$ cat src/pmr_pkg.sv
/*
  Constants for the supply-monitor, master-control and first step-down
  converter register bank: byte offsets, field positions, reset values,
  write masks and reset time-out figures.
  Assumes an 8-bit register port and a 25 MHz mclk.
*/
// Operation
// - reset time-out 65 ms if set, else 260 ms
// - action bit 1: low supply raises interrupt
// - action bit 0: low supply shuts down
// - low supply interrupt masked until unmask set
// - low supply flag follows supply comparator
// - four-bit low supply threshold field
// - master-off bit turns every output off
// - button or charger clears master-off bit
// - four spare bits, no effect on operation
// - spare bits cleared on undervoltage lockout
// - select pin low: primary level code used
// - select pin high: secondary level code used
// - enable bit switches converter on and off
// - phase bit selects 180 degree shift
// - mode bit forces fixed-frequency PWM
// - three-bit turn-on delay field
// - fault interrupt passed only when enabled
// - power-good bit follows converter output
// - all bits default on undervoltage lockout
package pmr_pkg;

  // ************************************************************
  // register offsets
  // ************************************************************
  localparam logic [7:0] ADDR_SUPPLY_MON = 8'h00;
  localparam logic [7:0] ADDR_MASTER     = 8'h01;
  localparam logic [7:0] ADDR_PRI_LEVEL  = 8'h20;
  localparam logic [7:0] ADDR_SEC_LEVEL  = 8'h21;
  localparam logic [7:0] ADDR_BUCK_CTRL  = 8'h22;

  // ************************************************************
  // field positions
  // ************************************************************
  localparam int SM_RST_SEL = 7;
  localparam int SM_ACTION  = 6;
  localparam int SM_UNMASK  = 5;
  localparam int SM_FLAG    = 4;
  localparam int SM_THR_HI  = 3;
  localparam int SM_THR_LO  = 0;
  localparam int MC_OFF     = 5;
  localparam int MC_SPR_HI  = 3;
  localparam int MC_SPR_LO  = 0;
  localparam int LV_HI      = 5;
  localparam int LV_LO      = 0;
  localparam int BC_ON      = 7;
  localparam int BC_PHASE   = 6;
  localparam int BC_MODE    = 5;
  localparam int BC_DLY_HI  = 4;
  localparam int BC_DLY_LO  = 2;
  localparam int BC_FLT     = 1;
  localparam int BC_PG      = 0;

  // ************************************************************
  // reset values and write masks
  // ************************************************************
  localparam logic [7:0] SM_RESET   = 8'h00;
  localparam logic [7:0] MC_RESET   = 8'h00;
  localparam logic [5:0] LV_RESET   = 6'h00;
  localparam logic [7:0] BC_RESET   = 8'h80;
  localparam logic [7:0] SM_WMASK   = 8'hef;
  localparam logic [7:0] MC_WMASK   = 8'hff;
  localparam logic [7:0] BC_WMASK   = 8'hfe;
  localparam logic [7:0] READ_ZERO  = 8'h00;

  // ************************************************************
  // reset time-out
  // ************************************************************
  localparam longint RST_SHORT_MS  = 65;
  localparam longint RST_LONG_MS   = 260;
  localparam longint MCLK_HZ       = 25_000_000;
  localparam longint MS_PER_S      = 1000;
  localparam longint RST_SHORT_CYC = RST_SHORT_MS * MCLK_HZ / MS_PER_S;
  localparam longint RST_LONG_CYC  = RST_LONG_MS * MCLK_HZ / MS_PER_S;
  localparam int     RST_CNT_W     = 23;

  typedef enum logic [1:0] {
    RST_HOLD = 2'b01,
    RST_DONE = 2'b10
  } pmr_rst_state_t;

endpackage

$ cat src/pmr_regs.sv
/*
  Register bank of the power-management controller: supply monitor,
  master control with spare bits, first step-down converter levels and
  control, and the reset-output timer.
  Assumes all inputs are synchronous to mclk, the analog comparators and
  converter are outside, and supply_uvlo is high while the system supply
  is below the lockout level.
*/
// The strobed register port is this design's own decision.
`timescale 1ns/1ns
`default_nettype none

module pmr_regs #(
  parameter logic [7:0] SM_DEFAULT  = pmr_pkg::SM_RESET,
  parameter logic [7:0] MC_DEFAULT  = pmr_pkg::MC_RESET,
  parameter logic [5:0] PRI_DEFAULT = pmr_pkg::LV_RESET,
  parameter logic [5:0] SEC_DEFAULT = pmr_pkg::LV_RESET,
  parameter logic [7:0] BC_DEFAULT  = pmr_pkg::BC_RESET,
  parameter int unsigned SHORT_CYC  = 32'(pmr_pkg::RST_SHORT_CYC),
  parameter int unsigned LONG_CYC   = 32'(pmr_pkg::RST_LONG_CYC)
) (
  input  wire logic       mclk,
  input  wire logic       reset,
  input  wire logic [7:0] reg_addr,
  input  wire logic [7:0] reg_wdata,
  input  wire logic       reg_wr,
  input  wire logic       reg_rd,
  output logic      [7:0] reg_rdata,
  input  wire logic       low_supply_detect,
  input  wire logic       supply_uvlo,
  input  wire logic       push_button_n,
  input  wire logic       charger_input,
  input  wire logic       level_select_pin,
  input  wire logic       buck_power_good,
  input  wire logic       buck_fault,
  output logic            reset_out_n,
  output logic      [3:0] low_supply_threshold,
  output logic            low_supply_irq,
  output logic            low_supply_shutdown,
  output logic            regulators_off,
  output logic            buck_enable,
  output logic      [5:0] buck_level_code,
  output logic            buck_phase_shift,
  output logic            buck_forced_pwm,
  output logic      [2:0] buck_turn_on_delay,
  output logic            buck_fault_irq
);
  import pmr_pkg::*;

  localparam logic [RST_CNT_W-1:0] LIM_SHORT = RST_CNT_W'(SHORT_CYC - 1);
  localparam logic [RST_CNT_W-1:0] LIM_LONG  = RST_CNT_W'(LONG_CYC - 1);

  // ************************************************************
  // storage
  // ************************************************************
  logic [7:0]           sm_q;
  logic [7:0]           mc_q;
  logic [5:0]           pri_q;
  logic [5:0]           sec_q;
  logic [7:0]           ctl_q;
  logic                 shut_q;
  logic [RST_CNT_W-1:0] cnt_q;
  logic [RST_CNT_W-1:0] lim;
  pmr_rst_state_t       rst_state_q;
  logic                 wake;
  logic                 clr_all;

  function automatic logic [7:0] wmerge(input logic [7:0] old_v,
                                        input logic [7:0] new_v,
                                        input logic [7:0] mask);
    wmerge = (old_v & ~mask) | (new_v & mask);
  endfunction

  function automatic logic hit(input logic [7:0] a, input logic [7:0] target);
    hit = (a == target);
  endfunction

  assign wake    = !push_button_n || charger_input;
  assign clr_all = reset || supply_uvlo;

  // ************************************************************
  // supply monitor register
  // ************************************************************
  always_ff @(posedge mclk) begin
    if (clr_all) begin
      sm_q <= SM_DEFAULT & SM_WMASK;
    end else if (reg_wr && hit(reg_addr, ADDR_SUPPLY_MON)) begin
      sm_q <= wmerge(sm_q, reg_wdata, SM_WMASK);
    end
  end

  // ************************************************************
  // master control register
  // ************************************************************
  always_ff @(posedge mclk) begin
    if (clr_all) begin
      mc_q <= MC_DEFAULT;
    end else begin
      if (reg_wr && hit(reg_addr, ADDR_MASTER)) begin
        mc_q <= wmerge(mc_q, reg_wdata, MC_WMASK);
      end
      if (wake) begin
        mc_q[MC_OFF] <= 1'b0;
      end
    end
  end

  // ************************************************************
  // converter registers
  // ************************************************************
  always_ff @(posedge mclk) begin
    if (clr_all) begin
      pri_q <= PRI_DEFAULT;
    end else if (reg_wr && hit(reg_addr, ADDR_PRI_LEVEL)) begin
      pri_q <= reg_wdata[LV_HI:LV_LO];
    end
  end

  always_ff @(posedge mclk) begin
    if (clr_all) begin
      sec_q <= SEC_DEFAULT;
    end else if (reg_wr && hit(reg_addr, ADDR_SEC_LEVEL)) begin
      sec_q <= reg_wdata[LV_HI:LV_LO];
    end
  end

  always_ff @(posedge mclk) begin
    if (clr_all) begin
      ctl_q <= BC_DEFAULT & BC_WMASK;
    end else if (reg_wr && hit(reg_addr, ADDR_BUCK_CTRL)) begin
      ctl_q <= wmerge(ctl_q, reg_wdata, BC_WMASK);
    end
  end

  // ************************************************************
  // low supply shutdown latch
  // ************************************************************
  always_ff @(posedge mclk) begin
    if (reset) begin
      shut_q <= 1'b0;
    end else if (low_supply_detect && !sm_q[SM_ACTION]) begin
      shut_q <= 1'b1;
    end else if (wake) begin
      shut_q <= 1'b0;
    end
  end

  // ************************************************************
  // read port
  // ************************************************************
  always_ff @(posedge mclk) begin
    if (reset) begin
      reg_rdata <= READ_ZERO;
    end else if (reg_rd) begin
      if (hit(reg_addr, ADDR_SUPPLY_MON)) begin
        reg_rdata <= {sm_q[7:5], low_supply_detect, sm_q[3:0]};
      end else if (hit(reg_addr, ADDR_MASTER)) begin
        reg_rdata <= mc_q;
      end else if (hit(reg_addr, ADDR_PRI_LEVEL)) begin
        reg_rdata <= {2'h0, pri_q};
      end else if (hit(reg_addr, ADDR_SEC_LEVEL)) begin
        reg_rdata <= {2'h0, sec_q};
      end else if (hit(reg_addr, ADDR_BUCK_CTRL)) begin
        reg_rdata <= {ctl_q[7:1], buck_power_good};
      end else begin
        reg_rdata <= READ_ZERO;
      end
    end else begin
      reg_rdata <= READ_ZERO;
    end
  end

  // ************************************************************
  // reset output timer
  // ************************************************************
  assign lim = sm_q[SM_RST_SEL] ? LIM_SHORT : LIM_LONG;

  always_ff @(posedge mclk) begin
    if (reset) begin
      rst_state_q <= RST_HOLD;
      cnt_q       <= '0;
    end else begin
      case (rst_state_q)
        RST_HOLD: begin
          if (!buck_power_good) begin
            cnt_q <= '0;
          end else if (cnt_q >= lim) begin
            rst_state_q <= RST_DONE;
            cnt_q       <= '0;
          end else begin
            cnt_q <= cnt_q + 1'b1;
          end
        end
        RST_DONE: begin
          if (!buck_power_good) begin
            rst_state_q <= RST_HOLD;
          end
        end
        default: begin
          rst_state_q <= RST_HOLD;
          cnt_q       <= '0;
        end
      endcase
    end
  end

  assign reset_out_n = (rst_state_q == RST_DONE);

  // ************************************************************
  // outputs
  // ************************************************************
  always_ff @(posedge mclk) begin
    if (reset) begin
      low_supply_threshold <= 4'h0;
      low_supply_irq       <= 1'b0;
      low_supply_shutdown  <= 1'b0;
      regulators_off       <= 1'b0;
      buck_enable          <= 1'b0;
      buck_level_code      <= 6'h00;
      buck_phase_shift     <= 1'b0;
      buck_forced_pwm      <= 1'b0;
      buck_turn_on_delay   <= 3'h0;
      buck_fault_irq       <= 1'b0;
    end else begin
      low_supply_threshold <= sm_q[SM_THR_HI:SM_THR_LO];
      low_supply_irq       <= low_supply_detect && sm_q[SM_ACTION] && sm_q[SM_UNMASK];
      low_supply_shutdown  <= shut_q;
      regulators_off       <= mc_q[MC_OFF] || shut_q;
      buck_enable          <= ctl_q[BC_ON] && !mc_q[MC_OFF] && !shut_q;
      buck_level_code      <= level_select_pin ? sec_q : pri_q;
      buck_phase_shift     <= ctl_q[BC_PHASE];
      buck_forced_pwm      <= ctl_q[BC_MODE];
      buck_turn_on_delay   <= ctl_q[BC_DLY_HI:BC_DLY_LO];
      buck_fault_irq       <= buck_fault && ctl_q[BC_FLT];
    end
  end

  // ************************************************************
  // checks
  // ************************************************************
  a_timeout_release: assert property (
    @(posedge mclk) disable iff (reset)
    $rose(reset_out_n) |-> ($past(cnt_q) == $past(lim)) && $past(buck_power_good)
  ) else $error("reset output released before time-out");

  a_irq_route: assert property (
    @(posedge mclk) disable iff (reset)
    (low_supply_detect && sm_q[SM_ACTION] && sm_q[SM_UNMASK]) |=> low_supply_irq
  ) else $error("low supply interrupt missing");

  a_low_shutdown: assert property (
    @(posedge mclk) disable iff (reset)
    (low_supply_detect && !sm_q[SM_ACTION] && !wake) |-> ##2 (!buck_enable && regulators_off)
  ) else $error("low supply did not shut outputs down");

  a_irq_masked: assert property (
    @(posedge mclk) disable iff (reset)
    (!sm_q[SM_UNMASK] || !sm_q[SM_ACTION]) |=> !low_supply_irq
  ) else $error("masked low supply interrupt seen");

  a_flag_read: assert property (
    @(posedge mclk) disable iff (reset)
    (reg_rd && hit(reg_addr, ADDR_SUPPLY_MON)) |=> reg_rdata[SM_FLAG] == $past(low_supply_detect)
  ) else $error("low supply flag reads wrong");

  a_master_off: assert property (
    @(posedge mclk) disable iff (reset)
    (reg_wr && hit(reg_addr, ADDR_MASTER) && reg_wdata[MC_OFF] && !wake && !supply_uvlo)
      |-> ##2 (!buck_enable && regulators_off)
  ) else $error("master off did not turn outputs off");

  a_wake_clear: assert property (
    @(posedge mclk) disable iff (reset)
    wake |=> !mc_q[MC_OFF]
  ) else $error("master off not cleared by wake event");

  a_spare_clear: assert property (
    @(posedge mclk) disable iff (reset)
    supply_uvlo |=> mc_q[MC_SPR_HI:MC_SPR_LO] == MC_DEFAULT[MC_SPR_HI:MC_SPR_LO]
  ) else $error("spare bits survived lockout");

  a_level_pick: assert property (
    @(posedge mclk) disable iff (reset)
    ##1 buck_level_code == ($past(level_select_pin) ? $past(sec_q) : $past(pri_q))
  ) else $error("wrong level code chosen");

  a_fault_gate: assert property (
    @(posedge mclk) disable iff (reset)
    (!ctl_q[BC_FLT]) |=> !buck_fault_irq
  ) else $error("fault interrupt passed while disabled");

  a_good_read: assert property (
    @(posedge mclk) disable iff (reset)
    (reg_rd && hit(reg_addr, ADDR_BUCK_CTRL)) |=> reg_rdata[BC_PG] == $past(buck_power_good)
  ) else $error("power-good bit reads wrong");

  a_reserved_zero: assert property (
    @(posedge mclk) disable iff (reset)
    (reg_rd && (hit(reg_addr, ADDR_PRI_LEVEL) || hit(reg_addr, ADDR_SEC_LEVEL)))
      |=> reg_rdata[7:6] == 2'h0
  ) else $error("reserved bits read nonzero");

  a_idle_read: assert property (
    @(posedge mclk) disable iff (reset)
    !reg_rd |=> reg_rdata == READ_ZERO
  ) else $error("read data outside read cycle");

  a_thr_write: assert property (
    @(posedge mclk) disable iff (reset)
    (reg_wr && hit(reg_addr, ADDR_SUPPLY_MON) && !supply_uvlo)
      |=> sm_q[SM_THR_HI:SM_THR_LO] == $past(reg_wdata[SM_THR_HI:SM_THR_LO])
  ) else $error("threshold field not written");

  a_spare_write: assert property (
    @(posedge mclk) disable iff (reset)
    (reg_wr && hit(reg_addr, ADDR_MASTER) && !supply_uvlo)
      |=> mc_q[MC_SPR_HI:MC_SPR_LO] == $past(reg_wdata[MC_SPR_HI:MC_SPR_LO])
  ) else $error("spare bits not written");

  a_enable_gate: assert property (
    @(posedge mclk) disable iff (reset)
    !ctl_q[BC_ON] |=> !buck_enable
  ) else $error("converter enabled while enable bit clear");

  a_phase_mode: assert property (
    @(posedge mclk) disable iff (reset)
    ##1 {buck_phase_shift, buck_forced_pwm} == $past({ctl_q[BC_PHASE], ctl_q[BC_MODE]})
  ) else $error("phase or mode output wrong");

  a_delay_copy: assert property (
    @(posedge mclk) disable iff (reset)
    ##1 buck_turn_on_delay == $past(ctl_q[BC_DLY_HI:BC_DLY_LO])
  ) else $error("turn-on delay output wrong");

  a_lockout_default: assert property (
    @(posedge mclk) disable iff (reset)
    supply_uvlo |=> (pri_q == PRI_DEFAULT) && (sec_q == SEC_DEFAULT)
      && (ctl_q == (BC_DEFAULT & BC_WMASK)) && (sm_q == (SM_DEFAULT & SM_WMASK))
  ) else $error("registers not at default after lockout");

  a_shut_set: assert property (
    @(posedge mclk) disable iff (reset)
    (low_supply_detect && !sm_q[SM_ACTION]) |=> shut_q
  ) else $error("low supply did not set shutdown latch");

endmodule

`default_nettype wire

$ cat config.mk
export PLATFORM = sky130hd
export DESIGN_NAME = pmr_regs
export DESIGN_NICKNAME = d
export VERILOG_FILES = /design/src/pmr_pkg.sv /design/src/pmr_regs.sv
export SDC_FILE = /design/constraint.sdc
export NUM_CORES = 1
export LEC_CHECK = 0
export BUFFER_PORTS_ARGS = -buffer_cell sky130_fd_sc_hd__buf_2
export CORE_UTILIZATION = 35
export DETAILED_ROUTE_END_ITERATION = 10
export GPL_TIMING_DRIVEN = 0
export HOLD_SLACK_MARGIN = 0.06
export SLEW_MARGIN = 0
export SYNTH_ARGS = -nofsm -noshare
export SYNTH_HDL_FRONTEND = slang
export SYNTH_SLANG_ARGS = --single-unit
$ cat constraint.sdc
create_clock -name mclk -period 6.3 [get_ports mclk]
set_input_delay 1.89 -clock mclk [delete_from_list [all_inputs] [get_ports mclk]]
set_output_delay 1.89 -clock mclk [all_outputs]
set_load 0.05 [all_outputs]
==> metrics.txt <==
PortBufs=53; Power Dens Cells=249 nW/um^2; post-CTS setup buffer count=0; worst setup path class=input port to register; final hold vios=0; Initial Util=36.4%; Clock Skew=5.30 ps; Area Growth Syn to Fin=19.0%; Top FF cell, synth=dfxtp_1; Seq/Total Area, Yosys=44.1%; Resize count post-CTS=0; Setup WS pre-CTS=2440 ps; most frequent cells in the layout=dfxtp_1 (88), buf_2 (56), nand2_1 (54); vias post-DR=3427; share of cells above drive strength 1=17.2%; unrepaired setup endpoints after global routing=false; n_diodes=0; DRT antenna net count=0; Max Root-Sink Buffers=2; post-synthesis sequential element count=88; Non-Filler Instances=645; DRC Markers=0; most common cell after layout, fill and taps aside=dfxtp_1; Yosys Warn Count=0; count of cell types in the netlist=56; Root Driver=clkbuf_16; min Tclk post-route=3500 ps; final cycle utilization of the critical path=55.6%; largest net degree at the start of global routing=16; sequential standard cell area=1760 sq um; initial detailed-routing violation count=212; Cell Count Post-Placement=629; max-cap violations=0; Worst EP required=6510 ps; CTS H-tree lvls=3; setup ws final=2800 ps; Slew HR=52.3%; core area=11000 sq um; Highest Clock Rate=286 MHz; Die Y=109 um; Num CTS Buffers=9; Arr. time, crit path=3710 ps; Total Wirelength=10.4 mm; initial antenna violation count=0; highest fanout seen on the critical path=8; Final nets=542; hold_buf cts=0; Worst Hold Class=register to register; post-DP HPWL=7.42 mm; Setup-failing EPs final=0; Total GRT Usage=18.3%; Row Count=38; status=complete, no violations; Fin Setup TNS=0 ps; CTS tree=built; Slew Limit Fails=0; Cells after Synth=436; CP Capture Type=register; Syn Area/Cell=9.16 sq um; Clock Sinks=88; number of synthesized flops with an enable pin=0; Pleak=1.82 nW; clock slew at reported path FFs=60 ps; vias per cell=5.31; WL per Instance=16.1 um; Routability Congestion=0.836; vias in the first global route=3277; die area=11800 sq um; Syn Nets=478; filler instances=1084; multi-input combinational cell area=2100 sq um; Pwr Total=1.19 mW; CP startpoint kind=input port; Mapped Area=4000 sq um; Tightest Pin Transition=710 ps; die width=109 um; DRT Pass-1 Iters=5; Top Ports=56; post-synthesis async set-or-reset flop share=0%; VDD IR max=0.172 mV; first-pass GRT wire length=16.5 mm; total grt overflow=0; Layout Utilization=43.3%; Worst-Skew Late Latency=340 ps
## critical path, stage by stage
cell	delay, ps
buf_2	100
nor3_1	290
and3_1	190
buf_2	210
nand2_1	150
nor3_2	560
mux2i_1	260
nor2_1	50
## logic make-up after synthesis
logic type | Yosys count | synth area share, %
AND/OR/NAND/NOR | 184 | 24.0
adder cells (fa/ha/maj) | 15 | 4.70
AO/OA/AOI/OAI | 78 | 14.1
flip-flops | 88 | 44.1
buffers and inverters | 31 | 3.38
multiplexers | 32 | 8.02
XOR/XNOR | 8 | 1.75
## synthesized netlist by cell type (all sizes together), types with 6 or more instances
master,instances,area [sq um]
dfxtp,88,1760
nand2,55,214
nor2,42,158
mux2i,32,320
nand3,29,145
a21oi,26,130
clkbuf,16,60.1
nor2b,16,100
ha,15,188
o21ai,14,70.1
nand4,9,56.3
inv,8,30.0
and3,7,45.1
buf,7,45.0
o311ai,6,60.1
xor2,6,52.6
## metal layers
| metal | GRT usage (%) | share of wire [%] |
|---|---|---|
| met1 | 22.5 | 45 |
| met2 | 31.7 | 50 |
| met3 | 4.00 | 4.0 |
| met4 | 5.60 | 1.1 |
| met5 | 0 | 0 |
## state kept, by name (all words and copies together), names as in the netlist, 2 cells and up
signal,cells
buck_turn_on_delay,3
sm_q,7
ctl_q,7
pri_q,6
low_supply_threshold,4
mc_q,8
buck_level_code,6
rst_state_q,2
reg_rdata,8
sec_q,6
cnt_q,23
## layout make-up
class / instances / share of cell area [%]
sequential: 88 / 37.0
buffer: 23 / 2.21
multi-input combinational: 317 / 44.1
clock inverter: 6 / 1.92
timing repair buffer: 53 / 5.58
clock buffer: 10 / 4.81
inverter: 8 / 0.631
tap: 140 / 3.68
## power by group
group | switching, mW | leakage (nW) | internal [mW]
registers | 0.00189 | 0.710 | 0.558
clock network | 0.221 | 0.157 | 0.350
logic | 0.0364 | 0.955 | 0.0168
## worst paths after layout
check / end / start / slack [ps] / cells after the start
max: pri_q[2]$_SDFFE_PP0P_ / reg_addr[7] / 2800 / 8
max reg2reg: cnt_q[20]$_SDFFE_PP0N_ / sm_q[7]$_SDFFE_PP0P_ / 3480 / 9
min reg2reg: mc_q[6]$_SDFFE_PP0P_ / mc_q[6]$_SDFFE_PP0P_ / 460 / 2
min: mc_q[6]$_SDFFE_PP0P_ / mc_q[6]$_SDFFE_PP0P_ / 460 / 2
## through the flow
step	area, sq um	hold WS [ps]
3_5_place_dp	4440	445
4_1_cts	4760	453
6_report	4760	456
3_3_place_gp	4440	440
2_1_floorplan	4000	422
5_1_grt	4760	485
No activity file was read; power rests on OpenSTA's default activity.
